**src/hw/lps_pkg.sv**
```systemverilog
// Package for the low-power state control block: states, requests, timing.
// Assumes a single 40 MHz core clock; suspend clock arrives as a sampled level.
package lps_pkg;

  // Device low-power states, readable by other units
  typedef enum logic [2:0] {
    LPS_ACTIVE,
    LPS_STANDBY,
    LPS_STOPCLK,
    LPS_ON_SUSPEND,
    LPS_OFF_SUSPEND,
    LPS_POWER_OFF
  } lps_state_type;

  // System suspend request codes from the power manager
  localparam logic [2:0] LPS_REQ_NONE     = 3'h0;
  localparam logic [2:0] LPS_REQ_ON_SUSP  = 3'h1;
  localparam logic [2:0] LPS_REQ_RAM_SUSP = 3'h2;
  localparam logic [2:0] LPS_REQ_DISK     = 3'h3;
  localparam logic [2:0] LPS_REQ_SOFT_OFF = 3'h4;

  // Clock rate and exit-latency budget
  localparam int          LPS_CLK_HZ      = 40000000;
  localparam int          LPS_EXIT_MS     = 10;
  localparam int          LPS_EXIT_CYC    = (LPS_CLK_HZ / 1000) * LPS_EXIT_MS - 1;

  // Suspend-clock cycles between refresh requests
  localparam int          LPS_REF_DIV     = 4;

endpackage : lps_pkg

```
**src/hw/lps_ctrl.sv**
```systemverilog
// Low-power state control: standby, stop clock and suspend sequencing.
// Assumes the power manager holds suspend_req stable while suspended.
`timescale 1ns/10ps

// Summary of operation
// Five low-power states are supported
// Standby needs all five idle conditions
// Standby entry uses no timer
// Standby exits at once on access
// Stop clock: arbiter off, suspend refresh
// On-suspend refreshes DRAM from suspend clock
// On-suspend keeps planes powered, clocks stopped
// RAM suspend isolates CPU, L2, PCI
// RAM suspend exit resets core well
// Disk suspend and soft-off power off
// Manager state selects device state
// PCI reset resets the core logic
// Refresh and sequencing logic not reset
// Controller flushes DRAM cache before suspend; lps_ctrl has no cache logic, lps_pm only delays entry
// Controller reinitializes DRAM cache after resume; lps_ctrl has no cache logic, lps_pm only delays exit
// Encoded state readable, changed on events
module lps_ctrl (
  // Clock and reset
  input  wire logic                 mclk,
  input  wire logic                 rstn,
  input  wire logic                 pci_rstn,
  // Idle and mode inputs
  input  wire logic                 host_idle,
  input  wire logic                 pci_idle,
  input  wire logic                 test_mode,
  input  wire logic                 internal_idle,
  // New accesses
  input  wire logic                 cpu_access,
  input  wire logic                 pci_master_access,
  // Stop clock and suspend requests
  input  wire logic                 stop_clock_request,
  input  wire logic [2:0]           suspend_req,
  input  wire logic                 suspend_clock,
  // State and controls
  output lps_pkg::lps_state_type    lp_state,
  output logic                      arbiter_disable,
  output logic                      suspend_refresh,
  output logic                      refresh_pulse,
  output logic                      clocks_stop,
  output logic                      iface_isolate,
  output logic                      power_off,
  output logic                      core_reset_n,
  output logic                      exit_late
);

  lps_pkg::lps_state_type state_r;
  lps_pkg::lps_state_type state_nxt;
  logic [21:0]            lat_r;
  logic [21:0]            lat_nxt;
  logic                   core_rst_r;
  logic                   core_rst_nxt;
  logic                   late_r;
  logic                   late_nxt;
  logic                   standby_ok;
  logic                   access;
  logic                   core_rstn;
  logic                   lat_run;
  logic                   arb_off_r;
  logic                   arb_off_nxt;
  logic                   refresh_on_r;
  logic                   refresh_on_nxt;
  logic                   clk_stop_r;
  logic                   clk_stop_nxt;
  logic                   isolate_r;
  logic                   isolate_nxt;
  logic                   pwr_off_r;
  logic                   pwr_off_nxt;

  //////////////////////////////////////////////////////////////////////////////
  // Core reset follows PCI reset or a RAM-suspend exit
  assign core_rstn = rstn & pci_rstn & core_rst_r;

  assign standby_ok = host_idle & pci_idle & ~test_mode & internal_idle & core_rstn;
  assign access     = cpu_access | pci_master_access;

  //////////////////////////////////////////////////////////////////////////////
  // State sequencing
  always_comb begin
    state_nxt    = state_r;
    core_rst_nxt = 1'b1;
    case (state_r)
      lps_pkg::LPS_ACTIVE: begin
        if (suspend_req == lps_pkg::LPS_REQ_ON_SUSP) begin
          state_nxt = lps_pkg::LPS_ON_SUSPEND;
        end else if (suspend_req == lps_pkg::LPS_REQ_RAM_SUSP) begin
          state_nxt = lps_pkg::LPS_OFF_SUSPEND;
        end else if (suspend_req == lps_pkg::LPS_REQ_DISK
                     || suspend_req == lps_pkg::LPS_REQ_SOFT_OFF) begin
          state_nxt = lps_pkg::LPS_POWER_OFF;
        end else if (stop_clock_request) begin
          state_nxt = lps_pkg::LPS_STOPCLK;
        end else if (standby_ok && !access) begin
          state_nxt = lps_pkg::LPS_STANDBY;
        end
      end
      lps_pkg::LPS_STANDBY: begin
        if (access || !standby_ok || stop_clock_request
            || suspend_req != lps_pkg::LPS_REQ_NONE) begin
          state_nxt = lps_pkg::LPS_ACTIVE;
        end
      end
      lps_pkg::LPS_STOPCLK: begin
        if (!stop_clock_request) begin
          state_nxt = lps_pkg::LPS_ACTIVE;
        end
      end
      lps_pkg::LPS_ON_SUSPEND: begin
        if (suspend_req != lps_pkg::LPS_REQ_ON_SUSP) begin
          state_nxt = lps_pkg::LPS_ACTIVE;
        end
      end
      lps_pkg::LPS_OFF_SUSPEND: begin
        if (suspend_req != lps_pkg::LPS_REQ_RAM_SUSP) begin
          state_nxt    = lps_pkg::LPS_ACTIVE;
          core_rst_nxt = 1'b0;
        end
      end
      lps_pkg::LPS_POWER_OFF: begin
        if (suspend_req == lps_pkg::LPS_REQ_NONE) begin
          state_nxt = lps_pkg::LPS_ACTIVE;
        end
      end
      default: state_nxt = lps_pkg::LPS_ACTIVE;
    endcase
  end

  // Sequencing lives in the resume well: only the power-up reset clears it
  always_ff @(posedge mclk or negedge rstn) begin
    if (!rstn) begin
      state_r    <= lps_pkg::LPS_ACTIVE;
      core_rst_r <= 1'b1;
    end else begin
      state_r    <= state_nxt;
      core_rst_r <= core_rst_nxt;
    end
  end

  //////////////////////////////////////////////////////////////////////////////
  // Exit latency watch for stop clock and on-suspend
  // Only these two carry the short exit target; the counter saturates
  assign lat_run = (state_r == lps_pkg::LPS_STOPCLK)
                 | (state_r == lps_pkg::LPS_ON_SUSPEND);

  always_comb begin
    lat_nxt  = 22'h000000;
    late_nxt = late_r;
    if (state_r == lps_pkg::LPS_ACTIVE) begin
      late_nxt = 1'b0;
    end
    if (lat_run && state_nxt == lps_pkg::LPS_ACTIVE) begin
      lat_nxt = 22'h000000;
      if (lat_r > 22'(lps_pkg::LPS_EXIT_CYC)) begin
        late_nxt = 1'b1;
      end
    end else if (lat_run && !(&lat_r)) begin
      lat_nxt = lat_r + 22'h000001;
    end else if (lat_run) begin
      lat_nxt = lat_r;
    end
  end

  always_ff @(posedge mclk or negedge rstn) begin
    if (!rstn) begin
      lat_r  <= 22'h000000;
      late_r <= 1'b0;
    end else begin
      lat_r  <= lat_nxt;
      late_r <= late_nxt;
    end
  end

  //////////////////////////////////////////////////////////////////////////////
  // Outputs, registered off the next state so they switch with lp_state
  always_comb begin
    arb_off_nxt    = (state_nxt == lps_pkg::LPS_STOPCLK);
    refresh_on_nxt = (state_nxt == lps_pkg::LPS_STOPCLK)
                   | (state_nxt == lps_pkg::LPS_ON_SUSPEND)
                   | (state_nxt == lps_pkg::LPS_OFF_SUSPEND);
    clk_stop_nxt   = (state_nxt == lps_pkg::LPS_ON_SUSPEND)
                   | (state_nxt == lps_pkg::LPS_OFF_SUSPEND);
    isolate_nxt    = (state_nxt == lps_pkg::LPS_OFF_SUSPEND)
                   | (state_nxt == lps_pkg::LPS_POWER_OFF);
    pwr_off_nxt    = (state_nxt == lps_pkg::LPS_POWER_OFF);
  end

  always_ff @(posedge mclk or negedge rstn) begin
    if (!rstn) begin
      arb_off_r    <= 1'b0;
      refresh_on_r <= 1'b0;
      clk_stop_r   <= 1'b0;
      isolate_r    <= 1'b0;
      pwr_off_r    <= 1'b0;
    end else begin
      arb_off_r    <= arb_off_nxt;
      refresh_on_r <= refresh_on_nxt;
      clk_stop_r   <= clk_stop_nxt;
      isolate_r    <= isolate_nxt;
      pwr_off_r    <= pwr_off_nxt;
    end
  end

  assign arbiter_disable = arb_off_r;
  assign suspend_refresh = refresh_on_r;
  assign clocks_stop     = clk_stop_r;
  assign iface_isolate   = isolate_r;
  assign power_off       = pwr_off_r;
  assign lp_state     = state_r;
  assign core_reset_n = core_rstn;
  assign exit_late    = late_r;

  lps_refresh #(
    .REF_DIV       (lps_pkg::LPS_REF_DIV)
  ) u_refresh (
    .mclk          (mclk),
    .enable        (suspend_refresh & ~power_off),
    .suspend_clock (suspend_clock),
    .refresh_pulse (refresh_pulse)
  );

endmodule : lps_ctrl

```
**src/hw/lps_refresh.sv**
```systemverilog
// Resume-well refresh pacer: issues DRAM refresh pulses off the suspend clock.
// Assumes suspend_clock is a level synchronous to mclk; this logic is never reset.
`timescale 1ns/10ps
module lps_refresh #(
  parameter int REF_DIV = lps_pkg::LPS_REF_DIV
) (
  // Clock
  input  wire logic mclk,
  // Control
  input  wire logic enable,
  input  wire logic suspend_clock,
  // Result
  output logic      refresh_pulse
);

  logic [7:0] div_r;
  logic [7:0] div_nxt;
  logic       sclk_r;
  logic       sclk_nxt;
  logic       pulse_r;
  logic       pulse_nxt;
  logic       rise;

  assign rise = suspend_clock & ~sclk_r;

  always_comb begin
    sclk_nxt  = suspend_clock;
    div_nxt   = div_r;
    pulse_nxt = 1'b0;
    if (!enable) begin
      div_nxt = 8'h00;
    end else if (rise) begin
      if (div_r == 8'(REF_DIV - 1)) begin
        div_nxt   = 8'h00;
        pulse_nxt = 1'b1;
      end else begin
        div_nxt = div_r + 8'h01;
      end
    end
  end

  // Resume well: free-running, not cleared by core reset  //
  always_ff @(posedge mclk) begin
    sclk_r  <= sclk_nxt;
    div_r   <= div_nxt;
    pulse_r <= pulse_nxt;
  end

  assign refresh_pulse = pulse_r;

endmodule : lps_refresh

```
**config.mk**
```make
export PLATFORM = sky130hd
export DESIGN_NAME = lps_ctrl
export DESIGN_NICKNAME = d
export VERILOG_FILES = /design/src/hw/lps_pkg.sv /design/src/hw/lps_ctrl.sv /design/src/hw/lps_refresh.sv
export SDC_FILE = /design/constraint.sdc
export NUM_CORES = 1
export LEC_CHECK = 0
export ABC_AREA = 1
export BUFFER_PORTS_ARGS = -buffer_cell sky130_fd_sc_hd__buf_2
export CAP_MARGIN = 20
export CELL_PAD_IN_SITES_DETAIL_PLACEMENT = 1
export CELL_PAD_IN_SITES_GLOBAL_PLACEMENT = 1
export CORE_MARGIN = 4
export CORE_UTILIZATION = 46
export DETAILED_ROUTE_END_ITERATION = 7
export HOLD_SLACK_MARGIN = 0.12
export PLACE_DENSITY = 0.92
export SYNTH_ARGS = -nofsm -noshare
export SYNTH_HDL_FRONTEND = slang
export SYNTH_HIERARCHICAL = 1
export SYNTH_SLANG_ARGS = --single-unit
```
**constraint.sdc**
```tcl
create_clock -name mclk -period 2.9 [get_ports mclk]
set_input_delay 0.145 -clock mclk [delete_from_list [all_inputs] [get_ports mclk]]
set_output_delay 0.145 -clock mclk [all_outputs]
set_load 0.01 [all_outputs]
```
==> results.cfg, run 1 <==
[run_status]
status = finished clean

[floorplanning]
fp.dieArea_mm2 = 0.006557
start_util_pct = 47.66
fp-row-count = 26
fp.dieW_um = 80.98
fp.dieH_um = 80.98
core-area_mm2 = 0.005140
pin_count = 25

[clock_network]
cts_setup_buffers = 0
htreeDepth = 2
clock_path_buffers = 2
numCtsBuffers = 5
cts.hold.buffers_added = 2
cts_tree = yes
worstSkewPairLatency_ns = 0.29
path_clk_slew_ns = 0.09
cts_num_sinks = 42
cts_resized = 0
cts-root-buf = clkbuf_8

[synthesis]
syn_avg_cell_area_um2 = 7.632
synth.distinct_cells = 37
synth_area_mm2 = 0.002450
ys_seq_area_share_pct = 40.91
async_reset_ff_share_pct = 76.19
synth_area_leaders = dfrtp_1 (32%), nand2_1 (10%), dfxtp_1 (8.2%)
yosysWarningCount = 6
ys.flop_type = dfrtp_1
yosys.area.top_type = dfrtp_1
syn_nets = 337
synth_seq_cells = 42
synth-edff-count = 0
synth.top_cell.area_share_pct = 31.66
syn_inst = 321

[layout]
drive_gt1_share_pct = 19.32
n_antenna_cell = 0
nNetsFinal = 367
final_cells = 422
design_area_mm2 = 0.002750
largest_reg_flops = 22
area_delta_synth_final_pct = 12.26
regMostFlops = lat_r
fillers = 683

[worst_setup_path]
reg2regPathDepth = 10
required_ns = 3.09
r2r_slack_ns = 0.92
critPathCapture = lat_r[19]$_DFFE_PN0P_
r2r-start = lat_r[1]$_DFFE_PN0P_
startpoint = lat_r[1]$_DFFE_PN0P_
start_kind = flip-flop
path_max_fanout = 16
end_kind = flip-flop
cp.arrival_ns = 2.17
r2r-end = lat_r[19]$_DFFE_PN0P_
worst-setup-path-type = flip-flop to flip-flop

[pwr]
totalPowerFinal_uw = 1667
power_density_mw_per_mm2 = 606.0
p_leak_uw = 0.001260
vdd.ir_drop.worst_mv = 0.3080

[worst_hold_path]
min_path_type = input port to flip-flop

[global_route]
grt_usage_pct = 19.91
grt_max_degree = 33
antenna_found_initial = 0
grt-ovfl-total = 0
grt_pass1_vias = 2187
grt_pass1_wl_um = 10090

[timing]
fmax_mhz = 503.9
tns_ns = 0
report.final.slew_viol_count = 0
finalClockSkew_ns = 0.003275
max_slew_margin_pct = 72.66
worstMarginPinSlew_ns = 0.4100
finalSetupViolations = 0
hold-worst-slack_ns = 0.1832
period_share_pct = 68.43
grt_setup_unrepaired = false
final.min_clock_period_ns = 1.984
finalHoldViolations = 0

[drt]
routedWlPerCell_um = 13.68
firstDrtPassIters = 4
first_iter_violations = 40
antenna_left = 0
drt_wl_total_um = 5775
viasPerCell = 5.095
vias = 2150
drc = 0

[placed_design]
dpl_cell_area_mm2 = 0.002638
dp_hpwl_um = 4507
io_buffers = 24
placedCellCount = 412
gp_congestion = 0.8690

[job]
drv_cap = 0
layer usage:
layer | vias up | wire (um) | GRT usage (%)
met4 | 0 | 19 | 4.223
met3 | 2 | 182 | 4.435
met2 | 27 | 3030 | 36.04
li1 | 1099 | - | -
met1 | 1022 | 2543 | 24.09
met5 | - | 0 | 0
Yosys cell counts (3+ instances only):
master and number:
nand2_2 4, nor2_4 3, nor2_1 38, nand4_1 8
a21oi_2 10, nor2_2 3, nor3_1 5, xor2_1 11
o21ai_1 4, a21oi_1 15, inv_1 40, nand2_1 68
nand3_1 27, xnor2_1 4, inv_2 7, o21ai_0 10
dfxtp_1 10, dfrtp_1 31
placed cells by master (no fill, tap or decap), types with 5 or more instances in the layout:
| cell type | n |
|---|---|
| nand3_1 | 27 |
| nor2_1 | 38 |
| dfxtp_1 | 10 |
| clkbuf_8 | 5 |
| nand2_1 | 68 |
| xor2_1 | 11 |
| a21oi_1 | 15 |
| dfrtp_1 | 31 |
| nor3_1 | 5 |
| buf_2 | 24 |
| o21ai_0 | 10 |
| inv_1 | 40 |
| a21oi_2 | 10 |
| inv_2 | 7 |
| nand4_1 | 8 |
how the worst min path moves through the flow:
| stage | startpoint | end | slack [ns] | depth (start not counted) |
|---|---|---|---|---|
| after floorplan | rstn | arbiter_disable$_DFF_PN0_ | -0.15 | 0 |
| after global placement | rstn | iface_isolate$_DFF_PN0_ | 0.22 | 2 |
| after detailed placement | rstn | clocks_stop$_DFF_PN0_ | 0.22 | 2 |
| after global routing | suspend_req[1] | core_rst_r$_DFF_PN1_ | 0.20 | 3 |
| final | suspend_req[1] | core_rst_r$_DFF_PN1_ | 0.18 | 3 |
| after CTS | suspend_req[1] | core_rst_r$_DFF_PN1_ | 0.17 | 3 |
critical path, stage by stage, from the launching register on:
cell	delay (ns)
dfrtp_1	0.39
ha_1	0.21
nand2_1	0.10
nor2_4	0.15
nand4_4	0.14
nor2_4	0.15
nand4_4	0.29
nand2_2	0.22
inv_2	0.07
nand3_1	0.09
nand2_1	0.05
cells by family after synthesis:
kind of cell,synth area share (%)
XOR/XNOR,5.362
AO/OA/AOI/OAI,11.54
flip-flops,40.91
buffers and inverters,8.478
multiplexers,0.4086
adder cells (fa/ha/maj),1.021
AND/OR/NAND/NOR,32.28
report_power, final:
part           internal (uW)  leakage [uW]  switching (uW)  total [uW]
Sequential               676      0.000514            91.7         768
Combinational            167      0.000697             339         506
Clock                    175     0.0000491             218         393
Total                   1020       0.00126             649        1670
stage by stage:
stage               utilization (%)  setup slack (ns)
global route                  53.51            0.7407
finish                        53.51            0.9156
detailed placement            51.31            0.9150
CTS                           53.51            0.8959
global placement              51.31             1.046
floorplan                         -             1.322
layout make-up:
class | instances | area, um2 | area share, %
tap | 70 | 87.58 | 3.185
timing repair buffer | 27 | 147.6 | 5.369
clock buffer | 5 | 68.82 | 2.502
sequential | 42 | 1002 | 36.44
inverter | 48 | 180.2 | 6.551
clock inverter | 3 | 23.77 | 0.8644
multi-input combinational | 227 | 1240 | 45.09
Note: power is estimated with default switching activity, not from simulation.
==> run 2, diff against run 1 <==
- ABC_AREA: 1 -> 0
- CORE_UTILIZATION: 46 -> 41
- PLACE_DENSITY: 0.92 -> 0.83
- clock period: 2.9 -> 1.8 ns (I/O delays scaled with it)
==> run 2 against run 1 <==
Effect of this change: final cell count down 17%; sequential power up 48%; global-route usage down 2.5 points; hold slack better by 0.069 ns; core utilization down 0.65 points.
==> results.cfg, run 2 <==
[placed_design]
io_buffers = 24
pre_cts_ws_ns = -0.01092
gp_congestion = 0.8588
dp_hpwl_um = 4213
dpl_cell_area_mm2 = 0.002690

[clock_network]
numCtsBuffers = 5
worstSkewPairLatency_ns = 0.30
cts-root-buf = clkbuf_8
cts_tree = yes
htreeDepth = 2
clock_path_buffers = 2
cts_num_sinks = 42
path_clk_slew_ns = 0.09

[drt]
first_iter_violations = 97
antenna_left = 0
drt_wl_total_um = 5784
firstDrtPassIters = 4
routedWlPerCell_um = 16.53
viasPerCell = 5.454
vias = 1909
drc = 0

[timing]
fmax_mhz = 557.8
worstMarginPinSlew_ns = 0.4793
fin_ws_ns = 0.007364
final.min_clock_period_ns = 1.793
finalSetupViolations = 0
finalHoldViolations = 0
report.final.slew_viol_count = 0
grt_setup_unrepaired = true
max_slew_margin_pct = 67.81
finalClockSkew_ns = 0.01578
period_share_pct = 99.59

[synthesis]
synth_seq_cells = 42
synth.distinct_cells = 68
ys_seq_area_share_pct = 43.00
syn_inst = 225
synth.top_cell.area_share_pct = 33.28
syn_nets = 241
synth_area_leaders = dfrtp_1 (33%), dfxtp_1 (8.6%), xor2_1 (4.9%)
synthTopCellsByCount = dfrtp_1 (31), nand3_1 (15), nand2_1 (13), xor2_1 (13)
yosys.area.top_type = dfrtp_1
synth_area_mm2 = 0.002331
ys.flop_type = dfrtp_1
synth-edff-count = 0
syn_avg_cell_area_um2 = 10.36
synth.most_common_cell = dfrtp_1
yosysWarningCount = 6
async_reset_ff_share_pct = 76.19

[layout]
layout_common_cells = dfrtp_1 (30), buf_2 (24), buf_4 (21)
regMostFlops = lat_r
n_antenna_cell = 0
design_area_mm2 = 0.002910
nNetsFinal = 293
drive_gt1_share_pct = 34.53
largest_reg_flops = 22
finalCoreUtilization_pct = 52.85
final_common_cell = dfrtp_1
area_delta_synth_final_pct = 24.85

[pwr]
p_leak_uw = 0.001262
vdd.ir_drop.worst_mv = 0.4977
power_density_mw_per_mm2 = 986.8

[global_route]
grt_pass1_wl_um = 9984
grt_max_degree = 33
antenna_found_initial = 0
grt_usage_pct = 17.42
grt_pass1_vias = 2031
grt-ovfl-total = 0

[worst_setup_path]
max_stage_delay_ns = 0.43
required_ns = 2.03
reg2regPathDepth = 6
cp.arrival_ns = 2.02
crit_chain = nand2b_4 > o31a_1 > o32ai_4 > o31ai_4 > buf_12 > o21ai_1
start_kind = flip-flop
end_kind = flip-flop
crit_family = compound AO/OA/AOI/OAI gates
cp_num_buf_inv = 1
worst-setup-path-type = flip-flop to flip-flop
crit_cells = 6
path_max_fanout = 18
slowest_stage = dfrtp_1

[floorplanning]
fp.dieArea_mm2 = 0.006956
fp.dieH_um = 83.40
fp-row-count = 27
fp.dieW_um = 83.40
start_util_pct = 42.33
core-area_mm2 = 0.005507
pin_count = 25

[worst_hold_path]
min_path_type = input port to flip-flop
whs_path_depth = 2

[job]
drv_cap = 0

[run_status]
status = finished clean
## run 2: changes by cell type after synthesis, sizes merged, moves of 4 or more
cell / previous run / this run
nand2: 72 / 14
inv: 47 / 7
nor2: 44 / 11
a21oi: 25 / 9
nand3: 29 / 15
o21ai: 14 / 23
and3: 1 / 9
nor2b: 0 / 7
nand2b: 0 / 6
nand4: 10 / 6
## run 2: final timing paths
| path | startpoint | endpoint | slack, ns |
|---|---|---|---|
| worst max-delay path | lp_state[2]$_DFF_PN0_ | lat_r[5]$_DFFE_PN0P_ | 0.007 |
| worst min-delay path | suspend_req[1] | core_rst_r$_DFF_PN1_ | 0.25 |
| worst max register to register | lp_state[2]$_DFF_PN0_ | lat_r[5]$_DFFE_PN0P_ | 0.007 |
| worst min register to register | u_refresh/div_r[7]$_SDFFE_PN0P_ | u_refresh/div_r[7]$_SDFFE_PN0P_ | 0.51 |
| max in group asynchronous | rstn | core_rst_r$_DFF_PN1_ | 1.05 |
| min in group asynchronous | rstn | lat_r[6]$_DFFE_PN0P_ | 0.41 |
## run 2: cell families after synthesis
| logic type | after synthesis | synth area share (%) |
|---|---|---|
| AO/OA/AOI/OAI | 52 | 17.45 |
| XOR/XNOR | 19 | 7.139 |
| adder cells (fa/ha/maj) | 2 | 1.073 |
| buffers and inverters | 12 | 2.899 |
| flip-flops | 42 | 43.00 |
| multiplexers | 6 | 2.684 |
| AND/OR/NAND/NOR | 92 | 25.77 |
## run 2: area by class of cell
| class | count | area (um2) |
|---|---|---|
| Clock inverter | 2 | 37.54 |
| Tap cell | 72 | 90.09 |
| Multi-Input combinational cell | 171 | 1331 |
| Inverter | 7 | 26.28 |
| Fill cell | 623 | 2596 |
| Timing Repair Buffer | 50 | 349.1 |
| Clock buffer | 6 | 72.57 |
| Sequential cell | 42 | 1003 |
## run 2: layer usage
layer | track usage (%) | routed length (um) | share of wire (%) | vias to the layer above
met2 | 29.23 | 2872 | 50 | 25
met4 | 5.349 | 85 | 1.5 | 0
met3 | 3.571 | 132 | 2.3 | 8
met5 | 0 | 0 | 0 | -
met1 | 22.49 | 2694 | 47 | 957
li1 | - | - | - | 919
## run 2: through the flow
step                      instances  hold WS [ns]  total power (uW)  TNS (ns)
final                           350        0.2524              2872         0
after global routing            350        0.2945              3043    -1.372
after CTS                       348        0.2320              2835         0
after detailed placement        338        0.2237              2047  -0.02440
after global placement          338        0.2132              1994         0
after floorplan                 225       -0.2056              1668         0
## run 2: what timing repair did
action,in CTS,in global routing
resized for setup,4,19
hold buffers,2,0
setup endpoints to repair,6,24
pin swaps,2,9
endpoints found under the hold margin,32,0
setup buffers,0,2
## run 2: power breakdown
part           switching [uW]  leakage (uW)  internal [uW]
combinational             521      0.000694            452
sequential               96.6      0.000516           1050
clock                     341     0.0000514            414
total                     959       0.00126           1910
